`config.mk`:
```
export PLATFORM = sky130hd
export DESIGN_NAME = sci_irq_flags
export DESIGN_NICKNAME = d
export VERILOG_FILES = /design/src/sci_irq_pkg.sv /design/src/chan_link_if.sv /design/src/sci_chan_flags.sv /design/src/sci_irq_flags.sv
export SDC_FILE = /design/constraint.sdc
export NUM_CORES = 1
export LEC_CHECK = 0
export BUFFER_PORTS_ARGS = -buffer_cell sky130_fd_sc_hd__buf_2
export CAP_MARGIN = 15
export CORE_ASPECT_RATIO = 1.25
export CORE_MARGIN = 10
export CORE_UTILIZATION = 25
export DETAILED_ROUTE_END_ITERATION = 10
export GPL_ROUTABILITY_DRIVEN = 0
export PLACE_DENSITY_LB_ADDON = 0.3
export SYNTH_ARGS = -nofsm -noshare
export SYNTH_HDL_FRONTEND = slang
export SYNTH_SLANG_ARGS = --single-unit
```
`constraint.sdc`:
```
create_clock -name aclk -period 2.05 [get_ports aclk]
set_clock_uncertainty 0.05 [all_clocks]
set_input_delay 0 -clock aclk [delete_from_list [all_inputs] [get_ports aclk]]
set_output_delay 0 -clock aclk [all_outputs]
set_load 0.02 [all_outputs]
```
`src/sci_irq_pkg.sv`:
```
// Shared constants for the serial interface interrupt and flag block.
// Assumes a single aclk domain and an AXI4-Lite register port.
package sci_irq_pkg;
  localparam int NUM_CHAN = 4;
  // Per-channel register window, 16 bytes each
  localparam logic [7:0] CHAN_STRIDE = 8'h10;
  localparam logic [7:0] OFS_CTRL = 8'h00;
  localparam logic [7:0] OFS_STATUS = 8'h04;
  localparam logic [7:0] OFS_TXDATA = 8'h08;
  localparam logic [7:0] OFS_RXDATA = 8'h0c;
  localparam logic [7:0] OFS_STANDBY = 8'h40;
  // Control bit positions
  localparam int CB_TIE = 0;
  localparam int CB_RIE = 1;
  localparam int CB_TX_END_IRQ_ENABLE = 2;
  localparam int CB_TE = 3;
  localparam int CB_RE = 4;
  localparam int CB_SMART = 5;
  localparam int CB_BLOCK = 6;
  localparam int CB_SYNC = 7;
  localparam int CB_EXTCLK = 8;
  localparam int CTRL_W = 9;
  // Status bit positions
  localparam int SB_TX_DATA_EMPTY_FLAG = 0;
  localparam int SB_TX_END_FLAG = 1;
  localparam int SB_RX_DATA_FULL_FLAG = 2;
  localparam int SB_OVERRUN_ERROR_FLAG = 3;
  localparam int SB_PER = 4;
  localparam int SB_FER = 5;
  localparam int SB_ERS = 6;
  localparam int STAT_W = 7;
  // Reset values
  localparam logic [CTRL_W-1:0] CTRL_RESET = 9'h000;
  localparam logic [STAT_W-1:0] STAT_RESET = 7'h03;
  localparam logic STANDBY_RESET = 1'b1;
  // Receive copy windows in aclk cycles after the last data edge
  localparam logic [1:0] RX_COPY_EXT = 2'd3;
  localparam logic [1:0] RX_COPY_INT = 2'd2;
  typedef enum logic [1:0] {W_IDLE = 2'b00, W_RESP = 2'b01} wr_state_type;
  typedef enum logic [1:0] {R_IDLE = 2'b00, R_RESP = 2'b01} rd_state_type;
endpackage

```
`src/chan_link_if.sv`:
```
// Carrier between the register front end and one channel flag unit.
// Assumes both ends run on the same aclk.
`timescale 1ns/1ps
interface chan_link_if;
  logic [8:0] ctrl;
  logic [6:0] sw_clear;
  logic tx_write;
  logic tx_init;
  logic [6:0] status;
  modport front (output ctrl, output sw_clear, output tx_write, output tx_init, input status);
  modport unit (input ctrl, input sw_clear, input tx_write, input tx_init, output status);
endinterface

```
`src/sci_chan_flags.sv`:
```
// Status flags and interrupt request outputs of one serial channel.
// Assumes event strobes are one-cycle pulses on aclk.
`timescale 1ns/1ps
module sci_chan_flags (
  input wire logic aclk,
  input wire logic aresetn,
  chan_link_if.unit link,
  input wire logic tx_load,
  input wire logic tx_done,
  input wire logic rx_full_set,
  input wire logic overrun_error_flag_set,
  input wire logic per_set,
  input wire logic fer_set,
  input wire logic ers_set,
  input wire logic dma_tx_ack,
  input wire logic dma_rx_ack,
  output logic tx_empty_irq,
  output logic tx_end_irq,
  output logic rx_full_irq,
  output logic rx_error_irq
);
  logic [6:0] flag;
  logic [6:0] set_ev;
  logic [6:0] clr_ev;
  logic smart_sel;
  logic tx_src;
  logic err_src;
  // ==========================================
  // Flag set and clear terms
  assign smart_sel = link.ctrl[sci_irq_pkg::CB_SMART] & ~link.ctrl[sci_irq_pkg::CB_BLOCK];
  assign set_ev[sci_irq_pkg::SB_TX_DATA_EMPTY_FLAG] = tx_load | link.tx_init;
  assign set_ev[sci_irq_pkg::SB_TX_END_FLAG] = tx_done | link.tx_init;
  assign set_ev[sci_irq_pkg::SB_RX_DATA_FULL_FLAG] = rx_full_set;
  assign set_ev[sci_irq_pkg::SB_OVERRUN_ERROR_FLAG] = overrun_error_flag_set;
  assign set_ev[sci_irq_pkg::SB_PER] = per_set;
  assign set_ev[sci_irq_pkg::SB_FER] = fer_set;
  assign set_ev[sci_irq_pkg::SB_ERS] = ers_set;
  // Data write or DMA transfer empties the transmit flags
  always_comb
  begin
    clr_ev = link.sw_clear;
    if (link.tx_write | dma_tx_ack)
    begin
      clr_ev[sci_irq_pkg::SB_TX_DATA_EMPTY_FLAG] = 1'b1;
      clr_ev[sci_irq_pkg::SB_TX_END_FLAG] = 1'b1;
    end
    if (dma_rx_ack)
    begin
      clr_ev[sci_irq_pkg::SB_RX_DATA_FULL_FLAG] = 1'b1;
    end
  end
  // ==========================================
  // Sticky flags; a set in the clearing cycle wins
  always_ff @(posedge aclk)
  begin
    if (!aresetn)
    begin
      flag <= sci_irq_pkg::STAT_RESET;
    end
    else
    begin
      flag <= (flag & ~clr_ev) | set_ev;
    end
  end
  assign link.status = flag;
  // ==========================================
  // Request outputs, level while flag and enable hold
  assign tx_src = smart_sel ? flag[sci_irq_pkg::SB_TX_END_FLAG] : flag[sci_irq_pkg::SB_TX_DATA_EMPTY_FLAG];
  assign err_src = flag[sci_irq_pkg::SB_OVERRUN_ERROR_FLAG] | flag[sci_irq_pkg::SB_PER] |
    (smart_sel ? flag[sci_irq_pkg::SB_ERS] : flag[sci_irq_pkg::SB_FER]);
  assign tx_empty_irq = tx_src & link.ctrl[sci_irq_pkg::CB_TIE];
  assign rx_full_irq = flag[sci_irq_pkg::SB_RX_DATA_FULL_FLAG] & link.ctrl[sci_irq_pkg::CB_RIE];
  assign rx_error_irq = err_src & link.ctrl[sci_irq_pkg::CB_RIE];
  // End request yields while the empty request is pending
  assign tx_end_irq = flag[sci_irq_pkg::SB_TX_END_FLAG] & link.ctrl[sci_irq_pkg::CB_TX_END_IRQ_ENABLE] &
    ~smart_sel & ~tx_empty_irq;
endmodule

```
`src/sci_irq_flags.sv`:
```
// Four-channel serial interface: registers, flags, requests, receive copy.
// Assumes frame shifters outside, pulsing events on aclk; sck pins async.
//
// Decided for this implementation: the address map and the AXI4-Lite slave port.
`timescale 1ns/1ps
module sci_irq_flags #(
  parameter int NCH = sci_irq_pkg::NUM_CHAN
) (
  input wire logic aclk,
  input wire logic aresetn,
  input wire logic [7:0] s_axi_awaddr,
  input wire logic s_axi_awvalid,
  output logic s_axi_awready,
  input wire logic [31:0] s_axi_wdata,
  input wire logic [3:0] s_axi_wstrb,
  input wire logic s_axi_wvalid,
  output logic s_axi_wready,
  output logic [1:0] s_axi_bresp,
  output logic s_axi_bvalid,
  input wire logic s_axi_bready,
  input wire logic [7:0] s_axi_araddr,
  input wire logic s_axi_arvalid,
  output logic s_axi_arready,
  output logic [31:0] s_axi_rdata,
  output logic [1:0] s_axi_rresp,
  output logic s_axi_rvalid,
  input wire logic s_axi_rready,
  input wire logic [NCH-1:0] sck_pin,
  input wire logic [NCH-1:0] int_clk_rise,
  input wire logic [NCH-1:0] rx_last_bit,
  input wire logic [8*NCH-1:0] rx_shift_data,
  input wire logic [NCH-1:0] tx_load,
  input wire logic [NCH-1:0] tx_done,
  input wire logic [NCH-1:0] overrun_error_flag_set,
  input wire logic [NCH-1:0] per_set,
  input wire logic [NCH-1:0] fer_set,
  input wire logic [NCH-1:0] ers_set,
  input wire logic [NCH-1:0] dma_tx_ack,
  input wire logic [8*NCH-1:0] dma_tx_data,
  input wire logic [NCH-1:0] dma_rx_ack,
  output logic [8*NCH-1:0] rx_holding_reg,
  output logic [8*NCH-1:0] tx_holding_reg,
  output logic [NCH-1:0] tx_start_allow,
  output logic [NCH-1:0] tx_init,
  output logic [NCH-1:0] rx_enable,
  output logic [NCH-1:0] sck_rise,
  output logic [NCH-1:0] tx_empty_irq,
  output logic [NCH-1:0] tx_end_irq,
  output logic [NCH-1:0] rx_full_irq,
  output logic [NCH-1:0] rx_error_irq,
  output logic module_standby
);
  sci_irq_pkg::wr_state_type wr_state;
  sci_irq_pkg::rd_state_type rd_state;
  logic [7:0] aw_addr;
  logic aw_got;
  logic [31:0] w_data;
  logic [3:0] w_strb;
  logic w_got;
  logic wr_go;
  logic wr_ok;
  logic [1:0] wr_ch;
  logic [3:0] wr_ofs;
  logic [1:0] rd_ch;
  logic [3:0] rd_ofs;
  logic rd_ok;
  logic [31:0] next_rdata;
  logic [8:0] ctrl [NCH];
  logic [6:0] status [NCH];

  // ==========================================
  // Write channel: address and data taken in either order
  assign s_axi_awready = (wr_state == sci_irq_pkg::W_IDLE) & ~aw_got;
  assign s_axi_wready = (wr_state == sci_irq_pkg::W_IDLE) & ~w_got;
  assign wr_go = (wr_state == sci_irq_pkg::W_IDLE) & aw_got & w_got;
  assign wr_ch = aw_addr[5:4];
  assign wr_ofs = aw_addr[3:0];
  // Registers locked while in standby, except the standby bit itself
  assign wr_ok = (aw_addr == sci_irq_pkg::OFS_STANDBY) |
    (~module_standby & (aw_addr[7:6] == 2'b00) & (aw_addr[1:0] == 2'b00));

  always_ff @(posedge aclk)
  begin
    if (!aresetn)
    begin
      aw_got <= 1'b0;
      aw_addr <= 8'h00;
    end
    else if (s_axi_awvalid & s_axi_awready)
    begin
      aw_got <= 1'b1;
      aw_addr <= s_axi_awaddr;
    end
    else if (wr_go)
    begin
      aw_got <= 1'b0;
    end
  end

  always_ff @(posedge aclk)
  begin
    if (!aresetn)
    begin
      w_got <= 1'b0;
      w_data <= 32'h0000_0000;
      w_strb <= 4'h0;
    end
    else if (s_axi_wvalid & s_axi_wready)
    begin
      w_got <= 1'b1;
      w_data <= s_axi_wdata;
      w_strb <= s_axi_wstrb;
    end
    else if (wr_go)
    begin
      w_got <= 1'b0;
    end
  end

  // Response state; SLVERR for unmapped or locked addresses
  always_ff @(posedge aclk)
  begin
    if (!aresetn)
    begin
      wr_state <= sci_irq_pkg::W_IDLE;
      s_axi_bvalid <= 1'b0;
      s_axi_bresp <= 2'b00;
    end
    else
    begin
      case (wr_state)
        sci_irq_pkg::W_IDLE:
        begin
          if (wr_go)
          begin
            wr_state <= sci_irq_pkg::W_RESP;
            s_axi_bvalid <= 1'b1;
            s_axi_bresp <= wr_ok ? 2'b00 : 2'b10;
          end
        end
        sci_irq_pkg::W_RESP:
        begin
          if (s_axi_bready)
          begin
            wr_state <= sci_irq_pkg::W_IDLE;
            s_axi_bvalid <= 1'b0;
          end
        end
        default:
        begin
          wr_state <= sci_irq_pkg::W_IDLE;
          s_axi_bvalid <= 1'b0;
        end
      endcase
    end
  end

  // ==========================================
  // Module standby, set out of reset
  always_ff @(posedge aclk)
  begin
    if (!aresetn)
    begin
      module_standby <= sci_irq_pkg::STANDBY_RESET;
    end
    else if (wr_go & (aw_addr == sci_irq_pkg::OFS_STANDBY) & w_strb[0])
    begin
      module_standby <= w_data[0];
    end
  end

  // ==========================================
  // Read channel, one read in flight
  assign s_axi_arready = (rd_state == sci_irq_pkg::R_IDLE);
  assign rd_ch = s_axi_araddr[5:4];
  assign rd_ofs = s_axi_araddr[3:0];
  assign rd_ok = (s_axi_araddr == sci_irq_pkg::OFS_STANDBY) |
    (~module_standby & (s_axi_araddr[7:6] == 2'b00) & (s_axi_araddr[1:0] == 2'b00));

  // Read mux; upper bits read as zero
  always_comb
  begin
    next_rdata = 32'h0000_0000;
    if (s_axi_araddr == sci_irq_pkg::OFS_STANDBY)
    begin
      next_rdata[0] = module_standby;
    end
    else if (rd_ok)
    begin
      case (rd_ofs)
        sci_irq_pkg::OFS_CTRL[3:0]: next_rdata[8:0] = ctrl[rd_ch];
        sci_irq_pkg::OFS_STATUS[3:0]: next_rdata[6:0] = status[rd_ch];
        sci_irq_pkg::OFS_TXDATA[3:0]: next_rdata[7:0] = tx_holding_reg[8*rd_ch +: 8];
        sci_irq_pkg::OFS_RXDATA[3:0]: next_rdata[7:0] = rx_holding_reg[8*rd_ch +: 8];
        default: next_rdata = 32'h0000_0000;
      endcase
    end
  end

  always_ff @(posedge aclk)
  begin
    if (!aresetn)
    begin
      rd_state <= sci_irq_pkg::R_IDLE;
      s_axi_rvalid <= 1'b0;
      s_axi_rdata <= 32'h0000_0000;
      s_axi_rresp <= 2'b00;
    end
    else
    begin
      case (rd_state)
        sci_irq_pkg::R_IDLE:
        begin
          if (s_axi_arvalid)
          begin
            rd_state <= sci_irq_pkg::R_RESP;
            s_axi_rvalid <= 1'b1;
            s_axi_rdata <= next_rdata;
            s_axi_rresp <= rd_ok ? 2'b00 : 2'b10;
          end
        end
        sci_irq_pkg::R_RESP:
        begin
          if (s_axi_rready)
          begin
            rd_state <= sci_irq_pkg::R_IDLE;
            s_axi_rvalid <= 1'b0;
          end
        end
        default:
        begin
          rd_state <= sci_irq_pkg::R_IDLE;
          s_axi_rvalid <= 1'b0;
        end
      endcase
    end
  end

  // ==========================================
  // Per-channel control, data, clock sync and flag unit
  genvar ch;
  generate
    for (ch = 0; ch < NCH; ch++)
    begin : g_ch
      chan_link_if link ();
      logic sel;
      logic [2:0] sck_sync;
      logic sck_level;
      logic [1:0] copy_cnt;
      logic copy_pend;
      logic [7:0] rx_capt;
      logic rx_edge;
      logic rx_full_set;
      logic any_err;

      assign sel = wr_go & wr_ok & (wr_ch == 2'(ch)) & ~module_standby;

      // Control register; a falling transmit enable pulses the init
      always_ff @(posedge aclk)
      begin
        if (!aresetn)
        begin
          ctrl[ch] <= sci_irq_pkg::CTRL_RESET;
          tx_init[ch] <= 1'b0;
        end
        else
        begin
          tx_init[ch] <= 1'b0;
          if (sel & (wr_ofs == sci_irq_pkg::OFS_CTRL[3:0]) & (&w_strb[1:0]))
          begin
            ctrl[ch] <= w_data[8:0];
            tx_init[ch] <= ctrl[ch][sci_irq_pkg::CB_TE] & ~w_data[sci_irq_pkg::CB_TE];
          end
        end
      end

      // Holding data: software write or DMA; DMA wins over a write in the same cycle
      always_ff @(posedge aclk)
      begin
        if (!aresetn)
        begin
          tx_holding_reg[8*ch +: 8] <= 8'h00;
        end
        else if (dma_tx_ack[ch])
        begin
          tx_holding_reg[8*ch +: 8] <= dma_tx_data[8*ch +: 8];
        end
        else if (sel & (wr_ofs == sci_irq_pkg::OFS_TXDATA[3:0]) & w_strb[0])
        begin
          tx_holding_reg[8*ch +: 8] <= w_data[7:0];
        end
      end

      assign link.ctrl = ctrl[ch];
      assign link.tx_init = tx_init[ch];
      assign link.tx_write = sel & (wr_ofs == sci_irq_pkg::OFS_TXDATA[3:0]) & w_strb[0];
      // Status is write-one-to-clear
      assign link.sw_clear = (sel & (wr_ofs == sci_irq_pkg::OFS_STATUS[3:0]) & w_strb[0]) ?
        w_data[6:0] : 7'h00;
      assign status[ch] = link.status;

      // Serial clock pin: three stages, change counts when last two agree
      always_ff @(posedge aclk)
      begin
        if (!aresetn)
        begin
          sck_sync <= 3'b111;
          sck_level <= 1'b1;
        end
        else
        begin
          sck_sync <= {sck_sync[1:0], sck_pin[ch]};
          if (sck_sync[2] == sck_sync[1])
          begin
            sck_level <= sck_sync[1];
          end
        end
      end
      assign sck_rise[ch] = ~sck_level & sck_sync[2] & sck_sync[1];

      // Last data edge from pin clock or internal clock
      assign rx_edge = rx_last_bit[ch] &
        (ctrl[ch][sci_irq_pkg::CB_EXTCLK] ? sck_rise[ch] : int_clk_rise[ch]);

      // Delayed copy into holding; disabling receive in the window skips it
      always_ff @(posedge aclk)
      begin
        if (!aresetn)
        begin
          copy_pend <= 1'b0;
          copy_cnt <= 2'd0;
          rx_capt <= 8'h00;
        end
        else if (rx_edge & ctrl[ch][sci_irq_pkg::CB_RE])
        begin
          copy_pend <= 1'b1;
          copy_cnt <= ctrl[ch][sci_irq_pkg::CB_EXTCLK] ?
            sci_irq_pkg::RX_COPY_EXT : sci_irq_pkg::RX_COPY_INT;
          rx_capt <= rx_shift_data[8*ch +: 8];
        end
        else if (copy_pend)
        begin
          copy_cnt <= copy_cnt - 2'd1;
          copy_pend <= (copy_cnt != 2'd1) & ctrl[ch][sci_irq_pkg::CB_RE];
        end
      end
      // Full flag still sets when receive is dropped inside the copy window
      assign rx_full_set = copy_pend & ((copy_cnt == 2'd1) | ~ctrl[ch][sci_irq_pkg::CB_RE]);

      always_ff @(posedge aclk)
      begin
        if (!aresetn)
        begin
          rx_holding_reg[8*ch +: 8] <= 8'h00;
        end
        else if (rx_full_set & ctrl[ch][sci_irq_pkg::CB_RE])
        begin
          rx_holding_reg[8*ch +: 8] <= rx_capt;
        end
      end

      // Transmit start gate; sync mode blocks on receive errors
      assign any_err = status[ch][sci_irq_pkg::SB_OVERRUN_ERROR_FLAG] | status[ch][sci_irq_pkg::SB_PER] |
        status[ch][sci_irq_pkg::SB_FER];
      assign tx_start_allow[ch] = ctrl[ch][sci_irq_pkg::CB_TE] &
        ~status[ch][sci_irq_pkg::SB_TX_DATA_EMPTY_FLAG] &
        ~(ctrl[ch][sci_irq_pkg::CB_SYNC] & any_err);
      assign rx_enable[ch] = ctrl[ch][sci_irq_pkg::CB_RE];

      sci_chan_flags u_flags (
        .aclk(aclk),
        .aresetn(aresetn),
        .link(link.unit),
        .tx_load(tx_load[ch]),
        .tx_done(tx_done[ch]),
        .rx_full_set(rx_full_set),
        .overrun_error_flag_set(overrun_error_flag_set[ch]),
        .per_set(per_set[ch]),
        .fer_set(fer_set[ch]),
        .ers_set(ers_set[ch]),
        .dma_tx_ack(dma_tx_ack[ch]),
        .dma_rx_ack(dma_rx_ack[ch]),
        .tx_empty_irq(tx_empty_irq[ch]),
        .tx_end_irq(tx_end_irq[ch]),
        .rx_full_irq(rx_full_irq[ch]),
        .rx_error_irq(rx_error_irq[ch])
      );
    end
  endgenerate
endmodule

```
* Word level (Yosys, flattened, before mapping)
Memories as Yosys holds them, arrays and structs flattened.
Cells that the tools add are included.
W data, S select, Z words.
** Operators by class
- $add $sub $neg :: 4
- $lt $le $gt $ge :: 1
- Eq/ne operators :: 28
- Shifts and indexed selects :: 2
- Multiplexer cells :: 95
- Bitwise gates (word level) :: 196
- Reduce and logical (&&, ||, !) cells :: 28
** Operators with widths (number)
- $and A1 B1 Y1 :: 117
- $mux W8 :: 8
- $shiftx A32 B6 Y8 :: 2
- $mux W1 :: 50
- $mux W9 :: 5
- $mux W7 :: 6
- $mux W2 :: 18
- $or A1 B1 Y1 :: 34
- $not A1 Y1 :: 32
- $mux W31 :: 1
- $and A7 B7 Y7 :: 4
- $not A7 Y7 :: 4
- $or A7 B7 Y7 :: 4
- $pmux W7 S4 :: 1
- $reduce_bool A2 Y1 :: 10
- $reduce_and A2 Y1 :: 9
- $eq A8 B7 Y1 const B :: 2
- $bmux W7 S2 :: 1
- $eq A2 B1 Y1 const B :: 7
- $logic_not A2 Y1 :: 7
- $eq A4 B4 Y1 const B :: 3
- $eq A4 B3 Y1 const B :: 2
- $logic_not A4 Y1 :: 2
- $ne A2 B1 Y1 const B :: 4
- 9 further kinds :: 21
** Word-level totals
- Flip-flop bits (word level) :: 220
- RAM bits :: 36
- Input port bits :: 167
- Output and inout port bits :: 138
- Logic and storage cells :: 404
- Memories :: 1
** Memory list
- ctrl :: depth 4, width 9, read ports 5, clocked after memory_dff 0, write ports 4, RTL line sci_irq_flags.sv:68 : logic [8:0] ctrl [NCH];

* Depth between registers and ports, before layout
- Depth after elaboration :: 14
- Depth in mapped cells :: 8
- Depth with buffers taken out :: 5

* Cells and area by module
A second synthesis with hierarchy kept.
** Second synthesis, totals
- Cells, all modules :: 1071
- Area, all modules :: 11035.6 µm²
** Modules (own cells, without submodules)
- sci_irq_flags :: instances 1, cells each 947, area each 9769.4 µm², sequential area each 4344.2 µm²
- sci_chan_flags :: instances 4, cells each 31, area each 316.6 µm², sequential area each 140.1 µm²

* Least setup slack after synthesis
OpenSTA, ideal clock, no wires.
- Path type :: register -> register
- From :: register aw_addr[2]
- To :: memory ctrl[1][0], enable pin
- Setup time :: 0.334 ns
- Arrival time :: 1.836 ns
- Required time :: 1.666 ns
- Path slack :: -0.170 ns
- Stages on the path, launching flop included :: 7
- Path buffers :: 1
- Clock period less this slack :: 2.220 ns
- Cells stage by stage :: dfxtp_1 nor4_4 a21oi_4 nor3_1 nand2_1 clkbuf_1 nand2_1
** RTL lines
- start: declaration :: RTL line sci_irq_flags.sv:55 : logic [7:0] aw_addr;
- start signal: assignment :: RTL line sci_irq_flags.sv:92 : aw_addr <= s_axi_awaddr;
- end: declaration :: RTL line sci_irq_flags.sv:68

==> results.yml <==
worst_hold_path:
  min_path_cells: 5
  hp-class: "input pin to flip-flop"
  min-delay-start: "s_axi_araddr[2]"
status:
  outcome: "finished, violations left"
  failed_checks: "negative setup slack"
timing:
  hold_viol: 0
  timing.final.crit_share: 1.002
  slew_viol_final: 0
  rsz0062_at_grt: "true"
  tightestPinTransition_ns: 0.7915
  finalSetupViolations: 1
  holdWs_ns: 0.05501
  min_period_ns: 2.054
  layout_setup_ws_ns: -0.003756
  tns_ns: -0.003756
  relSlewSlack: 0.4716
  maxClockFrequency_mhz: 486.9
synth:
  seq_area_frac_synth: 0.4593
  synth_area_um2: 10680
  yosys_most_used_dff: "dfxtp_1"
  synth_edf_count: 36
  async_flop_share: 0
  muxShareOfSynthArea: 0.1293
  synth_fa_ha_area_frac: 0.004687
  synth_area_per_cell_um2: 9.392
  ys_ff_latch: 227
  synthCells: 1137
  ys_types: 54
  synth_top_family_by_area: "simple AND/OR/NAND/NOR gates"
  synth_compound_area_frac: 0.1486
  synth_xor_xnor_area_share: 0.003281
  ys_warn_count: 0
  yosys.area_share.simple: 0.1801
worst_setup_path:
  cp.required_ns: 2.00
  path_max_fanout: 3
  setup.worst_path.class: "flip-flop to primary output"
  start_kind: "flip-flop"
  path_buf_inv: 1
  cp_slowest_cell: "edfxtp_1"
  end_kind: "primary output"
  cp.depth: 4
  cpLargestDelayFamily: "flip-flops"
  r2r_start: "aw_addr[5]"
  cp.arrival_ns: 2.00
  startpoint: "ctrl[2][5]"
  crit_chain: "nor2b_4 > mux2_2 > o31a_1 > buf_2"
  r2r_cells: 6
  critPathMaxStageDelay_ns: 0.40
global_route:
  grt_pass1_vias: 9965
  grt_max_degree: 91
  grtUsageTotal: 0.1562
  antenna_found_initial: 1
  grt_pass1_wl_um: 61490
  overflow: 0
pwr:
  p_comb_frac: 0.138
  power.internal_uw: 8065
  power_frac_seq: 0.447
  powerDensity_nw_per_um2: 715.0
  pwr-share-clk: 0.415
  irDropWorstVdd_v: 0.0005240
  p_sw_uw: 2847
  power.leakage_uw: 0.006492
  sw_frac_of_total: 0.2609
die:
  ios: 305
  coreArea_um2: 42150
  die_area_um2: 51440
  rows: 84
  initial_core_util: 0.2534
  die_h_um: 251.1
  die_w_um: 204.9
flow_run:
  drv_cap: 0
layout:
  top_register: "ctrl"
  utilization: 0.3621
  largest_reg_flops: 36
  layout-drive-gt1-share: 0.2648
  fin_nets: 1731
  finalInstanceArea_um2: 15260
  syn2layout_area_growth_pct: 42.91
clock_tree:
  htreeDepth: 1
  cts_root_buf: "clkbuf_16"
  worstSkewPairLatency_ns: 0.55
  cts_buffers: 25
  clk_path_buf_depth: 3
  cts_tree: "yes"
  cts.sinks: 227
  clk_pin_slew_ns: 0.06
route:
  via_count: 9770
  wl_per_cell_um: 19.61
  drcViolationCount: 0
  postRouteWirelength_um: 41860
  viasPerCell: 4.576
  antenna_left: 0
  first_pass_iters: 5
  initialDrtViolationCount: 444
placement:
  place_area_um2: 12560
  io_buffers: 254
  preCtsSetupSlack_ns: 0.02279
  hpwlAfterDp_um: 32000
## synthesized netlist by cell type (6+ instances only)
library cell | count | area share
a211oi_1 | 28 | 0.020
o21ai_0 | 52 | 0.024
nand2_1 | 99 | 0.035
clkbuf_1 | 39 | 0.014
nand3b_1 | 6 | 0.0042
o31a_1 | 8 | 0.0066
inv_1 | 30 | 0.011
mux4_2 | 9 | 0.019
buf_1 | 9 | 0.0032
nand3_1 | 18 | 0.0084
dfxtp_1 | 191 | 0.36
and2_1 | 7 | 0.0041
nor2_1 | 159 | 0.056
edfxtp_1 | 36 | 0.10
a21boi_0 | 16 | 0.011
nor2b_1 | 17 | 0.010
buf_2 | 11 | 0.0052
mux2i_1 | 111 | 0.10
nand2b_1 | 19 | 0.011
a31oi_1 | 7 | 0.0041
o21a_1 | 20 | 0.014
a22o_1 | 6 | 0.0049
a211o_1 | 12 | 0.0098
nor3_1 | 38 | 0.018
mux2_2 | 6 | 0.0063
a22oi_1 | 17 | 0.012
buf_4 | 52 | 0.037
a21oi_1 | 38 | 0.018
a211oi_2 | 8 | 0.0094
nor3b_1 | 12 | 0.0084
## metrics by stage
stage | total power, uW | instances
2_1_floorplan | 5696 | 1161
3_3_place_gp | 6162 | 1912
3_5_place_dp | 6180 | 1912
4_1_cts | 11010 | 2122
5_1_grt | 11360 | 2135
6_report | 10910 | 2135
## power by group through the flow
| stage | clock network, uW | registers, uW | logic (uW) |
|---|---|---|---|
| 5_1_grt | 4830 | 4900 | 1630 |
| 3_5_place_dp | 0 | 4980 | 1200 |
| 4_1_cts | 4660 | 4880 | 1470 |
| 2_1_floorplan | 0 | 4940 | 760 |
| 6_report | 4530 | 4880 | 1500 |
| 3_3_place_gp | 0 | 4970 | 1190 |
## cell type report
type	count	area (um2)
fillers	4260	26880
multi-input cells	787	5186
flip-flops and latches	227	4906
repair buffers	488	3545
clock buffers	34	711.9
well taps	559	699.4
inverters	31	116.4
clock inverters	8	93.84
diodes	1	2.502
## per-layer routing
| layer | routed length, um | part of all wire | GRT usage |
|---|---|---|---|
| met1 | 16370 | 0.39 | 0.1764 |
| met2 | 20990 | 0.50 | 0.2743 |
| met3 | 2847 | 0.068 | 0.03552 |
| met4 | 1652 | 0.039 | 0.06899 |
| met5 | 0 | 0 | 0 |
## worst reg2reg max path: stages, from the launching register on
cell and delay (ns):
dfxtp_2 0.33, nor4_4 0.42, o2111ai_4 0.22, nor4b_2 0.31, buf_4 0.22, nand2_2 0.07
a211o_1 0.27
## cell families (layout without fill, tap and decap cells)
group                    after synthesis  after routing
other                                  1             26
AND/OR/NAND/NOR                      400            400
AO/OA/AOI/OAI                        228            228
flip-flops                           227            227
adder cells (fa/ha/maj)                4              4
XOR/XNOR                               4              4
multiplexers                         126            126
buffers and inverters                147            561
## path summary, 6_finish.rpt
check / slack, ns / end
min reg2reg: 0.36 / g_ch[3].sck_sync[1]
max reg2reg: 0.04 / g_ch[1].u_flags.link.status[0]
max: -0.004 / rx_error_irq[2]
min: 0.06 / s_axi_rdata[0]
## cell usage in the layout, fill, tap and decap left out, types with 26 or more instances in the layout
| cell type | count |
|---|---|
| clkbuf_16 | 26 |
| mux2i_1 | 111 |
| nor2_1 | 159 |
| dlygate4sd3_1 | 166 |
| o21ai_0 | 52 |
| buf_4 | 65 |
| edfxtp_1 | 36 |
| dfxtp_1 | 190 |
| a211oi_1 | 28 |
| nor3_1 | 33 |
| nand2_1 | 92 |
| buf_2 | 248 |
| inv_1 | 30 |
| a21oi_1 | 38 |
## timing repair
| action | 4_1_cts | 5_1_grt |
|---|---|---|
| hold buffers | 166 | 0 |
| hold endpoints to repair | 150 | 0 |
| gates resized for setup | 15 | 23 |
| pin swaps | 2 | 19 |
| endpoints found under the setup margin | 8 | 68 |
| setup buffers | 2 | 12 |
No activity file was read; power rests on OpenSTA's default activity.
